<file path="config.mk">
export PLATFORM = sky130hd
export DESIGN_NAME = cio_top
export DESIGN_NICKNAME = d
export VERILOG_FILES = /design/src/core/cio_pkg.sv /design/src/core/cio_top.sv /design/src/core/cio_pin_sync.sv /design/src/core/cio_unit.sv
export SDC_FILE = /design/constraint.sdc
export NUM_CORES = 1
export LEC_CHECK = 0
export BUFFER_PORTS_ARGS = -buffer_cell sky130_fd_sc_hd__buf_2
export CORE_MARGIN = 2
export CORE_UTILIZATION = 30
export DETAILED_ROUTE_END_ITERATION = 12
export GPL_TIMING_DRIVEN = 1
export PLACE_DENSITY_LB_ADDON = 0.3
export SYNTH_ARGS = -nofsm -noshare
export SYNTH_HDL_FRONTEND = slang
export SYNTH_HIERARCHICAL = 1
export SYNTH_SLANG_ARGS = --single-unit
</file>
<file path="constraint.sdc">
create_clock -name i_clk_sys -period 2.8 [get_ports i_clk_sys]
set_clock_uncertainty 0.15 [all_clocks]
set_input_delay 0.28 -clock i_clk_sys [delete_from_list [all_inputs] [get_ports i_clk_sys]]
set_output_delay 0.28 -clock i_clk_sys [all_outputs]
set_load 0.005 [all_outputs]
</file>
<file path="src/core/cio_pkg.sv">
package cio_pkg;

    // ========================================================
    // Bus shape
    // ========================================================
    localparam int ADDR_W = 4;
    localparam int DATA_W = 16;
    localparam int CNT_W  = 16;
    localparam int CTL_W  = 4;
    localparam int N_UNIT = 3;

    // ========================================================
    // Register offsets
    // ========================================================
    localparam logic [ADDR_W-1:0] OFS_CH2_IOC      = 4'h0;
    localparam logic [ADDR_W-1:0] OFS_CH3_IOC_HIGH = 4'h1;
    localparam logic [ADDR_W-1:0] OFS_CH3_IOC_LOW  = 4'h2;
    localparam logic [ADDR_W-1:0] OFS_CH3_MODE     = 4'h3;
    localparam logic [ADDR_W-1:0] OFS_CH4_CNT_CTL  = 4'h4;
    localparam logic [ADDR_W-1:0] OFS_CH2_GREG_B   = 4'h5;
    localparam logic [ADDR_W-1:0] OFS_CH3_GREG_B   = 4'h6;
    localparam logic [ADDR_W-1:0] OFS_CH3_GREG_D   = 4'h7;
    localparam logic [ADDR_W-1:0] OFS_PIN_STATUS   = 4'h8;

    // ========================================================
    // Field positions
    // ========================================================
    localparam int FLD_LSB       = 4;
    localparam int FLD_MSB       = 7;
    localparam int BUF_MODE_BIT  = 5;
    localparam int PSC_MSB       = 2;
    localparam int PSC_LSB       = 0;
    localparam int ST_LVL_LSB    = 0;
    localparam int ST_OEN_LSB    = 3;
    localparam int ST_PIN_LSB    = 6;

    // ========================================================
    // Reset values and the undivided prescale code
    // ========================================================
    localparam logic [CTL_W-1:0]  CTL_RST  = 4'h0;
    localparam logic [CNT_W-1:0]  GREG_RST = 16'hFFFF;
    localparam logic [2:0]        PSC_RST  = 3'h0;
    localparam logic [2:0]        PSC_UNDIVIDED = 3'h0;

    // Unit indexes
    localparam int U_CH2_B = 0;
    localparam int U_CH3_B = 1;
    localparam int U_CH3_D = 2;

    // Role picked by the control field
    typedef enum logic [2:0] {
        ROLE_OFF = 3'b001,
        ROLE_CMP = 3'b010,
        ROLE_CAP = 3'b100
    } cio_role_t;

endpackage

</file>
<file path="src/core/cio_top.sv">
// Notes on behaviour
// - Field is bits 7..4; codes 0000 and 0100 give compare with pin off.
// - Codes 0001..0011 drive the pin low before any match.
// - Codes 0101..0111 drive the pin high before any match.
// - Compare mode, low bits 01: pin goes low on each match.
// - Compare mode, low bits 10: pin goes high on each match.
// - Compare mode, low bits 11: pin toggles on each match.
// - Capture mode, low bits 00: counter copied on a rising pin edge.
// - Capture mode, low bits 01: counter copied on a falling pin edge.
// - Capture mode, bit 5 set: capture on both edges, bit 4 ignored.
// - Channel 2 register B: bit 6 ignored in capture, source is own pin.
// - Channel 3 B and D: codes 10xx capture from their own pin.
// - Channel 3 B: codes 11xx capture on the channel 4 count clock.
// - Channel 3 D: codes 11xx capture on each channel 4 count step.
// - Channel 4 prescale 000 makes cascaded capture invalid: no capture.
// - Buffer mode on channel 3 stops register D capture and compare.
`timescale 1ns/1ps
module cio_top (
    input  wire logic                        i_clk_sys,
    input  wire logic                        i_sys_rst,
    // Register port
    input  wire logic [cio_pkg::ADDR_W-1:0]  i_addr,
    input  wire logic [cio_pkg::DATA_W-1:0]  i_wdata,
    input  wire logic                        i_wr,
    input  wire logic                        i_rd,
    output logic      [cio_pkg::DATA_W-1:0]  o_rdata,
    // Counters of the same clock
    input  wire logic [cio_pkg::CNT_W-1:0]   i_ch2_count,
    input  wire logic [cio_pkg::CNT_W-1:0]   i_ch3_count,
    input  wire logic                        i_ch4_count_step,
    // Timer pins
    input  wire logic                        i_ch2_pin_b,
    output logic                             o_ch2_pin_b,
    output logic                             o_ch2_pin_b_oe_n,
    input  wire logic                        i_ch3_pin_b,
    output logic                             o_ch3_pin_b,
    output logic                             o_ch3_pin_b_oe_n,
    input  wire logic                        i_ch3_pin_d,
    output logic                             o_ch3_pin_d,
    output logic                             o_ch3_pin_d_oe_n,
    // Capture events
    output logic                             o_ch2_capture_b,
    output logic                             o_ch3_capture_b,
    output logic                             o_ch3_capture_d
);
    import cio_pkg::*;

    // ========================================================
    // Per-unit wiring
    // ========================================================
    logic [N_UNIT-1:0] pin_in;
    logic [N_UNIT-1:0] pin_lvl;
    logic [N_UNIT-1:0] pin_oe_n;
    logic [N_UNIT-1:0] pin_sync;
    logic [N_UNIT-1:0] rise;
    logic [N_UNIT-1:0] fall;
    logic [N_UNIT-1:0] ctl_wr;
    logic [N_UNIT-1:0] active;
    logic [N_UNIT-1:0] match;
    logic [N_UNIT-1:0] capture;
    logic [N_UNIT-1:0] greg_wr;
    logic [CTL_W-1:0]  ctl     [N_UNIT];
    logic [CNT_W-1:0]  count   [N_UNIT];
    logic [CNT_W-1:0]  prev_r  [N_UNIT];
    logic [CNT_W-1:0]  greg_r  [N_UNIT];

    logic              buf_mode_r;
    logic [2:0]        psc_r;
    logic              casc_evt;
    logic [DATA_W-1:0] rdata_r;
    logic [DATA_W-1:0] rdata_nxt;

    assign pin_in[U_CH2_B] = i_ch2_pin_b;
    assign pin_in[U_CH3_B] = i_ch3_pin_b;
    assign pin_in[U_CH3_D] = i_ch3_pin_d;

    assign count[U_CH2_B] = i_ch2_count;
    assign count[U_CH3_B] = i_ch3_count;
    assign count[U_CH3_D] = i_ch3_count;

    // ========================================================
    // Write decode
    // ========================================================
    always_comb begin
        ctl_wr  = '0;
        greg_wr = '0;
        if (i_wr) begin
            if (i_addr == OFS_CH2_IOC)
                ctl_wr[U_CH2_B] = 1'b1;
            else if (i_addr == OFS_CH3_IOC_HIGH)
                ctl_wr[U_CH3_B] = 1'b1;
            else if (i_addr == OFS_CH3_IOC_LOW)
                ctl_wr[U_CH3_D] = 1'b1;
            else if (i_addr == OFS_CH2_GREG_B)
                greg_wr[U_CH2_B] = 1'b1;
            else if (i_addr == OFS_CH3_GREG_B)
                greg_wr[U_CH3_B] = 1'b1;
            else if (i_addr == OFS_CH3_GREG_D)
                greg_wr[U_CH3_D] = 1'b1;
        end
    end

    always_ff @(posedge i_clk_sys or posedge i_sys_rst) begin
        if (i_sys_rst) begin
            buf_mode_r <= 1'b0;
        end else if (i_wr && i_addr == OFS_CH3_MODE) begin
            buf_mode_r <= i_wdata[BUF_MODE_BIT];
        end
    end

    always_ff @(posedge i_clk_sys or posedge i_sys_rst) begin
        if (i_sys_rst) begin
            psc_r <= PSC_RST;
        end else if (i_wr && i_addr == OFS_CH4_CNT_CTL) begin
            psc_r <= i_wdata[PSC_MSB:PSC_LSB];
        end
    end

    // Undivided count clock cannot be seen as discrete steps
    assign casc_evt = i_ch4_count_step && (psc_r != PSC_UNDIVIDED);

    // Register D serving as a buffer is out of the pin's hands
    assign active[U_CH2_B] = 1'b1;
    assign active[U_CH3_B] = 1'b1;
    assign active[U_CH3_D] = ~buf_mode_r;

    // ========================================================
    // Units
    // ========================================================
    genvar g;
    generate
        for (g = 0; g < N_UNIT; g++) begin : g_unit
            cio_pin_sync u_sync (
                .i_clk_sys (i_clk_sys),
                .i_sys_rst (i_sys_rst),
                .i_pin     (pin_in[g]),
                .o_level   (pin_sync[g]),
                .o_rise    (rise[g]),
                .o_fall    (fall[g])
            );

            // A match counts once, when the counter arrives at the value
            always_ff @(posedge i_clk_sys or posedge i_sys_rst) begin
                if (i_sys_rst) begin
                    prev_r[g] <= '0;
                end else begin
                    prev_r[g] <= count[g];
                end
            end
            assign match[g] = (count[g] != prev_r[g]) &&
                              (count[g] == greg_r[g]);

            // Capture beats a software write in the same cycle
            always_ff @(posedge i_clk_sys or posedge i_sys_rst) begin
                if (i_sys_rst) begin
                    greg_r[g] <= GREG_RST;
                end else if (capture[g]) begin
                    greg_r[g] <= count[g];
                end else if (greg_wr[g]) begin
                    greg_r[g] <= i_wdata[CNT_W-1:0];
                end
            end

            // Channel 2 has no cascade source, so bit 6 stays ignored
            cio_unit #(
                .CASCADE (g != U_CH2_B)
            ) u_unit (
                .i_clk_sys  (i_clk_sys),
                .i_sys_rst  (i_sys_rst),
                .i_wr       (ctl_wr[g]),
                .i_wdata    (i_wdata[FLD_MSB:FLD_LSB]),
                .i_active   (active[g]),
                .i_match    (match[g]),
                .i_rise     (rise[g]),
                .i_fall     (fall[g]),
                .i_casc_evt (casc_evt),
                .o_ctl      (ctl[g]),
                .o_pin_lvl  (pin_lvl[g]),
                .o_pin_oe_n (pin_oe_n[g]),
                .o_capture  (capture[g])
            );
        end
    endgenerate

    // ========================================================
    // Read path
    // ========================================================
    // Fields for registers A and C are not held here and read zero
    always_comb begin
        rdata_nxt = '0;
        if (i_rd) begin
            if (i_addr == OFS_CH2_IOC)
                rdata_nxt[FLD_MSB:FLD_LSB] = ctl[U_CH2_B];
            else if (i_addr == OFS_CH3_IOC_HIGH)
                rdata_nxt[FLD_MSB:FLD_LSB] = ctl[U_CH3_B];
            else if (i_addr == OFS_CH3_IOC_LOW)
                rdata_nxt[FLD_MSB:FLD_LSB] = ctl[U_CH3_D];
            else if (i_addr == OFS_CH3_MODE)
                rdata_nxt[BUF_MODE_BIT] = buf_mode_r;
            else if (i_addr == OFS_CH4_CNT_CTL)
                rdata_nxt[PSC_MSB:PSC_LSB] = psc_r;
            else if (i_addr == OFS_CH2_GREG_B)
                rdata_nxt[CNT_W-1:0] = greg_r[U_CH2_B];
            else if (i_addr == OFS_CH3_GREG_B)
                rdata_nxt[CNT_W-1:0] = greg_r[U_CH3_B];
            else if (i_addr == OFS_CH3_GREG_D)
                rdata_nxt[CNT_W-1:0] = greg_r[U_CH3_D];
            else if (i_addr == OFS_PIN_STATUS) begin
                rdata_nxt[ST_LVL_LSB +: N_UNIT] = pin_lvl;
                rdata_nxt[ST_OEN_LSB +: N_UNIT] = pin_oe_n;
                rdata_nxt[ST_PIN_LSB +: N_UNIT] = pin_sync;
            end
        end
    end

    // Data valid only in the cycle after the strobe
    always_ff @(posedge i_clk_sys or posedge i_sys_rst) begin
        if (i_sys_rst) begin
            rdata_r <= '0;
        end else begin
            rdata_r <= rdata_nxt;
        end
    end

    // ========================================================
    // Outputs
    // ========================================================
    assign o_rdata          = rdata_r;
    assign o_ch2_pin_b      = pin_lvl[U_CH2_B];
    assign o_ch2_pin_b_oe_n = pin_oe_n[U_CH2_B];
    assign o_ch3_pin_b      = pin_lvl[U_CH3_B];
    assign o_ch3_pin_b_oe_n = pin_oe_n[U_CH3_B];
    assign o_ch3_pin_d      = pin_lvl[U_CH3_D];
    assign o_ch3_pin_d_oe_n = pin_oe_n[U_CH3_D];
    assign o_ch2_capture_b  = capture[U_CH2_B];
    assign o_ch3_capture_b  = capture[U_CH3_B];
    assign o_ch3_capture_d  = capture[U_CH3_D];
endmodule // cio_top

</file>
<file path="src/core/cio_pin_sync.sv">
`timescale 1ns/1ps
module cio_pin_sync (
    input  wire logic i_clk_sys,
    input  wire logic i_sys_rst,
    input  wire logic i_pin,
    output logic      o_level,
    output logic      o_rise,
    output logic      o_fall
);
    logic meta_r;
    logic sync_r;
    logic prev_r;

    // Only sync_r reads meta_r
    always_ff @(posedge i_clk_sys or posedge i_sys_rst) begin
        if (i_sys_rst) begin
            meta_r <= 1'b0;
            sync_r <= 1'b0;
            prev_r <= 1'b0;
        end else begin
            meta_r <= i_pin;
            sync_r <= meta_r;
            prev_r <= sync_r;
        end
    end

    assign o_level = sync_r;
    assign o_rise  = sync_r & ~prev_r;
    assign o_fall  = ~sync_r & prev_r;
endmodule // cio_pin_sync

</file>
<file path="src/core/cio_unit.sv">
`timescale 1ns/1ps
module cio_unit #(
    parameter logic CASCADE = 1'b0
) (
    input  wire logic                       i_clk_sys,
    input  wire logic                       i_sys_rst,
    input  wire logic                       i_wr,
    input  wire logic [cio_pkg::CTL_W-1:0]  i_wdata,
    input  wire logic                       i_active,
    input  wire logic                       i_match,
    input  wire logic                       i_rise,
    input  wire logic                       i_fall,
    input  wire logic                       i_casc_evt,
    output logic      [cio_pkg::CTL_W-1:0]  o_ctl,
    output logic                            o_pin_lvl,
    output logic                            o_pin_oe_n,
    output logic                            o_capture
);
    import cio_pkg::*;

    logic [CTL_W-1:0] ctl_r;
    logic [CTL_W-1:0] ctl_nxt;
    logic             lvl_r;
    logic             oe_n_r;
    cio_role_t        role;
    cio_role_t        role_nxt;

    function automatic cio_role_t decode(input logic [CTL_W-1:0] c);
        if (c[3])
            decode = ROLE_CAP;
        else if (c[1:0] == 2'h0)
            decode = ROLE_OFF;
        else
            decode = ROLE_CMP;
    endfunction

    assign ctl_nxt  = i_wr ? i_wdata : ctl_r;
    assign role     = decode(ctl_r);
    assign role_nxt = decode(ctl_nxt);

    always_ff @(posedge i_clk_sys or posedge i_sys_rst) begin
        if (i_sys_rst) begin
            ctl_r <= CTL_RST;
        end else begin
            ctl_r <= ctl_nxt;
        end
    end

    // ========================================================
    // Compare output
    // ========================================================
    // Initial level lands on the write itself, not on a match
    always_ff @(posedge i_clk_sys or posedge i_sys_rst) begin
        if (i_sys_rst) begin
            lvl_r <= 1'b0;
        end else if (i_wr && role_nxt == ROLE_CMP) begin
            lvl_r <= i_wdata[2];
        end else if (i_active && role == ROLE_CMP && i_match) begin
            case (ctl_r[1:0])
                2'h1: lvl_r <= 1'b0;
                2'h2: lvl_r <= 1'b1;
                2'h3: lvl_r <= ~lvl_r;
                default: lvl_r <= lvl_r;
            endcase
        end
    end

    // Buffer use of the register keeps the pin released
    always_ff @(posedge i_clk_sys or posedge i_sys_rst) begin
        if (i_sys_rst) begin
            oe_n_r <= 1'b1;
        end else begin
            oe_n_r <= ~(i_active && role_nxt == ROLE_CMP);
        end
    end

    // ========================================================
    // Capture source and edge
    // ========================================================
    always_comb begin
        o_capture = 1'b0;
        case (role)
            ROLE_CAP: begin
                if (!i_active)
                    o_capture = 1'b0;
                else if (CASCADE && ctl_r[2])
                    o_capture = i_casc_evt;
                else if (ctl_r[1])
                    o_capture = i_rise | i_fall;
                else if (ctl_r[0])
                    o_capture = i_fall;
                else
                    o_capture = i_rise;
            end
            default: o_capture = 1'b0;
        endcase
    end

    assign o_ctl      = ctl_r;
    assign o_pin_lvl  = lvl_r;
    assign o_pin_oe_n = oe_n_r;
endmodule // cio_unit

</file>
==> results of run 1 <==
-- power by group --
part | total, uW | switching (uW) | internal (uW)
Clock | 2290 | 842 | 1450
Combinational | 1440 | 771 | 667
Sequential | 3000 | 471 | 2530
-- cell usage after synthesis (3+ instances only) --
master / count
nor4_1: 14
clkbuf_1: 22
mux2i_1: 59
inv_1: 23
o21ai_1: 7
nor2b_1: 12
and3_1: 3
xnor2_1: 32
a21o_1: 5
a21oi_1: 21
xor2_1: 48
nand3b_1: 3
a211oi_2: 3
buf_2: 13
dfrtp_1: 76
buf_1: 3
nor2_1: 29
and2b_2: 3
nand2b_1: 8
nand4_1: 12
nand2_1: 63
dfstp_2: 51
o21a_1: 3
nand3_1: 4
a32oi_1: 3
o21ai_0: 68
buf_4: 5
ha_1: 9
a32o_1: 5
mux2_2: 8
o22a_1: 3
-- flip-flops by register name, summed over array words and instances (netlist names) --
register and cells:
greg_r 48, g_unit.u_sync/o_level 3, psc_r 3, prev_r 32, o_rdata 16, g_unit.u_unit/o_pin_lvl 3, g_unit.u_sync/meta_r 3, g_unit.u_sync/prev_r 3
buf_mode_r 1, g_unit.u_unit/o_pin_oe_n 3, g_unit.u_unit/o_ctl 12
-- repair_timing --
action / CTS / global route
gates resized for setup: 0 / 0
endpoints found under the hold margin: 81 / 0
hold buffers: 36 / 0
setup buffers: 0 / 0
-- layer usage --
metal	share of wire, %	track usage, %	up-vias
li1	-	-	2513
met1	48	23.7	2421
met2	45	24.9	114
met3	5.1	3.31	15
met4	1.5	5.95	0
met5	0	0	-
-- area by class of cell --
type	count	area share, %
clock inverter	13	1.90
timing repair buffer	133	10.6
inverter	24	1.10
tap	285	4.20
clock buffer	19	5.33
multi-input combinational	467	38.6
sequential	127	38.2
antenna	1	0.0295
-- worst paths after layout --
check                                            to  cells after the start  slack, ps                     start
min in group asynchronous   g_unit[0].u_sync/meta_r                      3        210                 i_sys_rst
max in group asynchronous                greg_r[29]                      4       1280                 i_sys_rst
setup / recovery                    o_ch3_capture_b                      6        310  g_unit[1].u_sync/o_level
setup reg to reg                          greg_r[0]                      7        630  g_unit[2].u_sync/o_level
hold reg to reg            g_unit[1].u_sync/o_level                      0        200   g_unit[1].u_sync/meta_r
hold / removal                           o_rdata[5]                      2         20                      i_rd
-- cells by family after synthesis --
group,share of synthesized area (%)
simple gates,12.6
compound gates,12.8
flops,47.8
xor+xnor,10.3
mux,10.5
buf+inv,4.30
fa+ha+maj,1.66
other cells,0.0553
-- through the flow --
stage          cells  util, %
3_3_place_gp    1000     33.5
3_5_place_dp    1000     33.5
5_1_grt         1069     37.9
4_1_cts         1068     37.9
2_1_floorplan    662        -
6_report        1069     37.9
==> results.md, run 1 <==
- Run status: completed
- Slowest library cell on the worst path: dfrtp_1
- Worst slew margin: 46.6%
- Largest net degree at the start of global routing: 36
- Lkg Pwr: 0.00363 uW
- Unrepaired setup endpoints after global routing: no
- Crit path buffers/inverters: 2
- Yosys reg bits: 127
- Tightest Hold Check Type: in2reg
- Actual slew at the worst max-slew pin: 799 ps
- Setup crit start kind: register
- Detail Placement HPWL: 14.3 mm
- Setup TNS: 0 ps
- Overall die height: 154 um
- Setup CP Type: reg2out
- Commonest non-fill, non-tap cell in the layout: buf_2
- Top FF cell, synth: dfrtp_1
- Total of max-cap violations: 0
- Critical path arrival: roughly 2100 ps
- Fmax achieved: about 0.4 GHz
- TritonCTS Sinks: 127
- Minimum clock period: 2490 ps
- Reg clk slew, reported paths: roughly 60 ps
- CTS tree: done
- Setup-failing EPs final: 0
- Root Buffer: clkbuf_16
- Fin nets: 839
- Hold WS: just over 20 ps
- Port bufs: 84
- Post-synthesis sequential area ratio: a little under half
- # IOs: 85
- CP cell instances: nor2b_1 > a21oi_1 > o31ai_1 > and3_1 > buf_4 > buf_2
- Worst-Skew Late Latency: 420 ps
- Vias per cell: around 4.7
- Multi-input gate area: about 0.0033 mm^2
- Vias: 5063
- First-pass GRT wire length: 29.9 mm
- Post-synthesis async set-or-reset flop share: 100%
- Core area: 0.0224 mm^2
- Iteration-0 DRC Markers: between 200 and 250
- Tcrit/Tclk final: slightly below 90%
- Number of global-route vias before repair: around 5100
- Starting Density: just over 30%
- Post-synthesis cell type count: 60
- Floorplan row count: 55
- Register area: 0.00324 mm^2
- Peak supply drop: between 0.4 and 0.5 mV
- Syn avg cell area: 10.3 um^2
- Worst Path Required: 2370 ps
- CP max stage delay: 410 ps
- Bufs on Longest Clock Path: 2
- CP top delay family: buffers and inverters
- Layout area overhead: 25.2%
- Most frequent cells in the layout: buf_2, dfrtp_1, o21ai_0, nand2_1, mux2i_1
- Yosys warns: 6
- Initial antenna violation count: 1
- Share of the synthesized area in the top cell type: 28.0%
- Total Routing Usage GR: approximately 17%
- Fillers: 2245
- Routed Antenna Nets: 0
- Post-route worst setup slack: slightly above 300 ps
- EDFF count, synth: 0
- Final Slew Violations: 0
- DRC Markers: 0
- DR WL/cell: 17.7 um
- Design Area, Final: between 0.008 and 0.009 mm^2
- Dominant cells by area after synthesis: dfrtp_1, dfstp_2, mux2i_1
- Cts bufs inserted: 17
- CTS H-tree lvls: 4
- Synth Instances: 657
- Cell accounting for the most synthesized area: dfrtp_1
- Final hold violations: 0
- Global route total overflow: 0
- Pwr Total: 6720 uW
- Die area: 0.0238 mm^2
- Crit end category: output port
- Post-Place Worst Slack: 521 ps
- Layout cells sized above 1: 26.6%
- Mapped Area: 0.00679 mm^2
- Final Wtd Congestion: 0.779
- PwrDens: 791 mW/mm^2
- Final wirelength: approximately 19 mm
- Pre-antenna DRT Iters: 4
- Placed instance area: approximately 0.0075 mm^2
- Worst Path Max Fanout: 17
- Die W: 154 um
Power figures use the tool's default switching activity.
==> run 2, diff against run 1 <==
--- a/config.mk
+++ b/config.mk
@@ -6,6 +6,9 @@
 export NUM_CORES = 1
 export LEC_CHECK = 0
 export BUFFER_PORTS_ARGS = -buffer_cell sky130_fd_sc_hd__buf_2
+export CELL_PAD_IN_SITES_DETAIL_PLACEMENT = 1
+export CELL_PAD_IN_SITES_GLOBAL_PLACEMENT = 1
+export CORE_ASPECT_RATIO = 0.5
 export CORE_MARGIN = 2
 export CORE_UTILIZATION = 30
 export DETAILED_ROUTE_END_ITERATION = 12
==> results.md, run 2 (synthesis gave the netlist of run 1 again) <==
- Pre-antenna DRT Iters: 4
- Root Buffer: clkbuf_16
- Vias per cell: 4.83
- Peak supply drop: 0.331 mV
- Worst Path Max Fanout: 6
- Starting Density: between 30% and 40%
- Iteration-0 DRC Markers: 210
- Cts bufs inserted: 17
- Placed instance area: 0.00754 mm^2
- Final Wtd Congestion: 0.834
- Largest net degree at the start of global routing: 36
- Worst Path Required: roughly 3000 ps
- Number of global-route vias before repair: 5506
- Initial antenna violation count: 0
- Final Slew Violations: 0
- Crit end category: register
- DR WL/cell: around 20 um
- Final hold violations: 0
- Core area: roughly 0.022 mm^2
- Tcrit/Tclk final: 87.1%
- Tightest Hold Check Type: in2reg
- Setup CP Type: in2reg
- Die W: 217 um
- Layout area overhead: 25.0%
- Fillers: 2477
- Setup TNS: 0 ps
- Commonest non-fill, non-tap cell in the layout: buf_2
- Detail Placement HPWL: 15.5 mm
- Actual slew at the worst max-slew pin: 945 ps
- Slowest library cell on the worst path: dlygate4sd3_1
- CP max stage delay: 540 ps
- Global route total overflow: 0
- Largest Register: greg_r
- CTS H-tree lvls: 4
- Minimum clock period: 2440 ps
- Floorplan row count: 38
- Max reg flops: 48
- Design Area, Final: 0.00848 mm^2
- Number of setup buffers added after CTS: 0
- # diodes: 0
- Vias: 5239
- Layout cells sized above 1: 25.8%
- Worst-Skew Late Latency: 430 ps
- Post-Place Worst Slack: ~510 ps
- Fin nets: 840
- # IOs: 85
- Worst slew margin: 36.9%
- TritonCTS Sinks: around 130
- CP cell instances: dlygate4sd3_1 > buf_2 > xor2_1 > nor4_1 > nand4_1 > nor2_1 > and4bb_2 > o21ai_0 > nand3_1 > o221ai_1
- Worst reg-to-reg setup slack: 460 ps
- Die area: 0.0239 mm^2
- Setup crit start kind: primary input
- Most frequent cells in the layout: buf_2, dfrtp_1, o21ai_0, nand2_1, mux2i_1
- Fmax achieved: between 0.4 and 0.5 GHz
- Port bufs: between 80 and 90
- Lkg Pwr: 0.00362 uW
- Total Routing Usage GR: 18.8%
- Total of max-cap violations: 0
- First-pass GRT wire length: 33.1 mm
- Bufs on Longest Clock Path: 2
- Hold WS: 17.9 ps
- Overall die height: about 110 um
- Setup-failing EPs final: 0
- Unrepaired setup endpoints after global routing: no
- Reg clk slew, reported paths: about 60 ps
- Routed Antenna Nets: 0
- CTS tree: done
- Run status: completed
- Critical path arrival: around 2600 ps
- DRC Markers: 0
- PwrDens: 795 mW/mm^2
- Final wirelength: 21.2 mm
- Post-route worst setup slack: 360 ps
## run 2: cell types whose count changed in the layout (fill, tap and decap cells not counted), sizes merged
| cell | before | now |
|---|---|---|
| clkinvlp | 5 | 2 |
| clkbuf | 19 | 25 |
| inv | 25 | 23 |
| diode | 1 | 0 |
| buf | 97 | 98 |
| clkinv | 4 | 3 |
## run 2: critical path, delay by kind of cell
| family | cells | cell delay [ps] |
|---|---|---|
| and+or+nand+nor | 5 | 1210 |
| buffers and inverters | 2 | 710 |
| AOI/OAI and AO/OA | 2 | 210 |
| xor gates and xnor gates | 1 | 160 |
## run 2: timing repair
action | 4_1_cts | 5_1_grt
hold endpoints to repair | 63 | 0
gates resized for setup | 0 | 0
hold buffers | 36 | 0
## run 2: metrics by stage
step	std cells	util [%]	power, uW
finish	1084	38.7	6740
floorplan	662	-	3870
CTS	1084	38.7	6810
global placement	1016	34.4	4430
detailed placement	1016	34.4	4490
global route	1084	38.7	7140
## run 2: final timing paths
kind                                    startpoint                    endpoint  cells past startpoint
min                                    i_wdata[10]                  greg_r[10]                      3
min in group asynchronous                i_sys_rst     g_unit[0].u_sync/prev_r                      3
max                                i_ch3_count[12]  g_unit[2].u_unit/o_pin_lvl                     10
max reg2reg                             greg_r[14]  g_unit[2].u_unit/o_pin_lvl                      8
max in group asynchronous                i_sys_rst                   greg_r[6]                      4
min reg2reg                g_unit[2].u_sync/meta_r    g_unit[2].u_sync/o_level                      0
## run 2: cell type report
cell class | count | area, um^2 | share of cell area [%]
Multi-Input combinational cell | 467 | 3280 | 38.7
Sequential cell | 127 | 3240 | 38.2
Timing Repair Buffer | 134 | 911 | 10.7
Clock buffer | 25 | 465 | 5.49
Tap cell | 300 | 375 | 4.43
Clock inverter | 7 | 113 | 1.33
Inverter | 24 | 93.8 | 1.11
## run 2: routing by layer
layer  vias up  share of wire, %  global-route usage, %
met5         -                 0                      0
met4         0              0.98                   5.14
met3        15               3.3                   3.79
met2        69                47                   31.0
met1      2656                49                   25.5
li1       2499                 -                      -
## run 2: report_power, final
part | total, uW | internal, uW | leakage (uW) | switching (uW)
Combinational | 1520 | 667 | 0.00188 | 858
Sequential | 2990 | 2530 | 0.00147 | 467
Clock | 2220 | 1420 | 0.000279 | 806
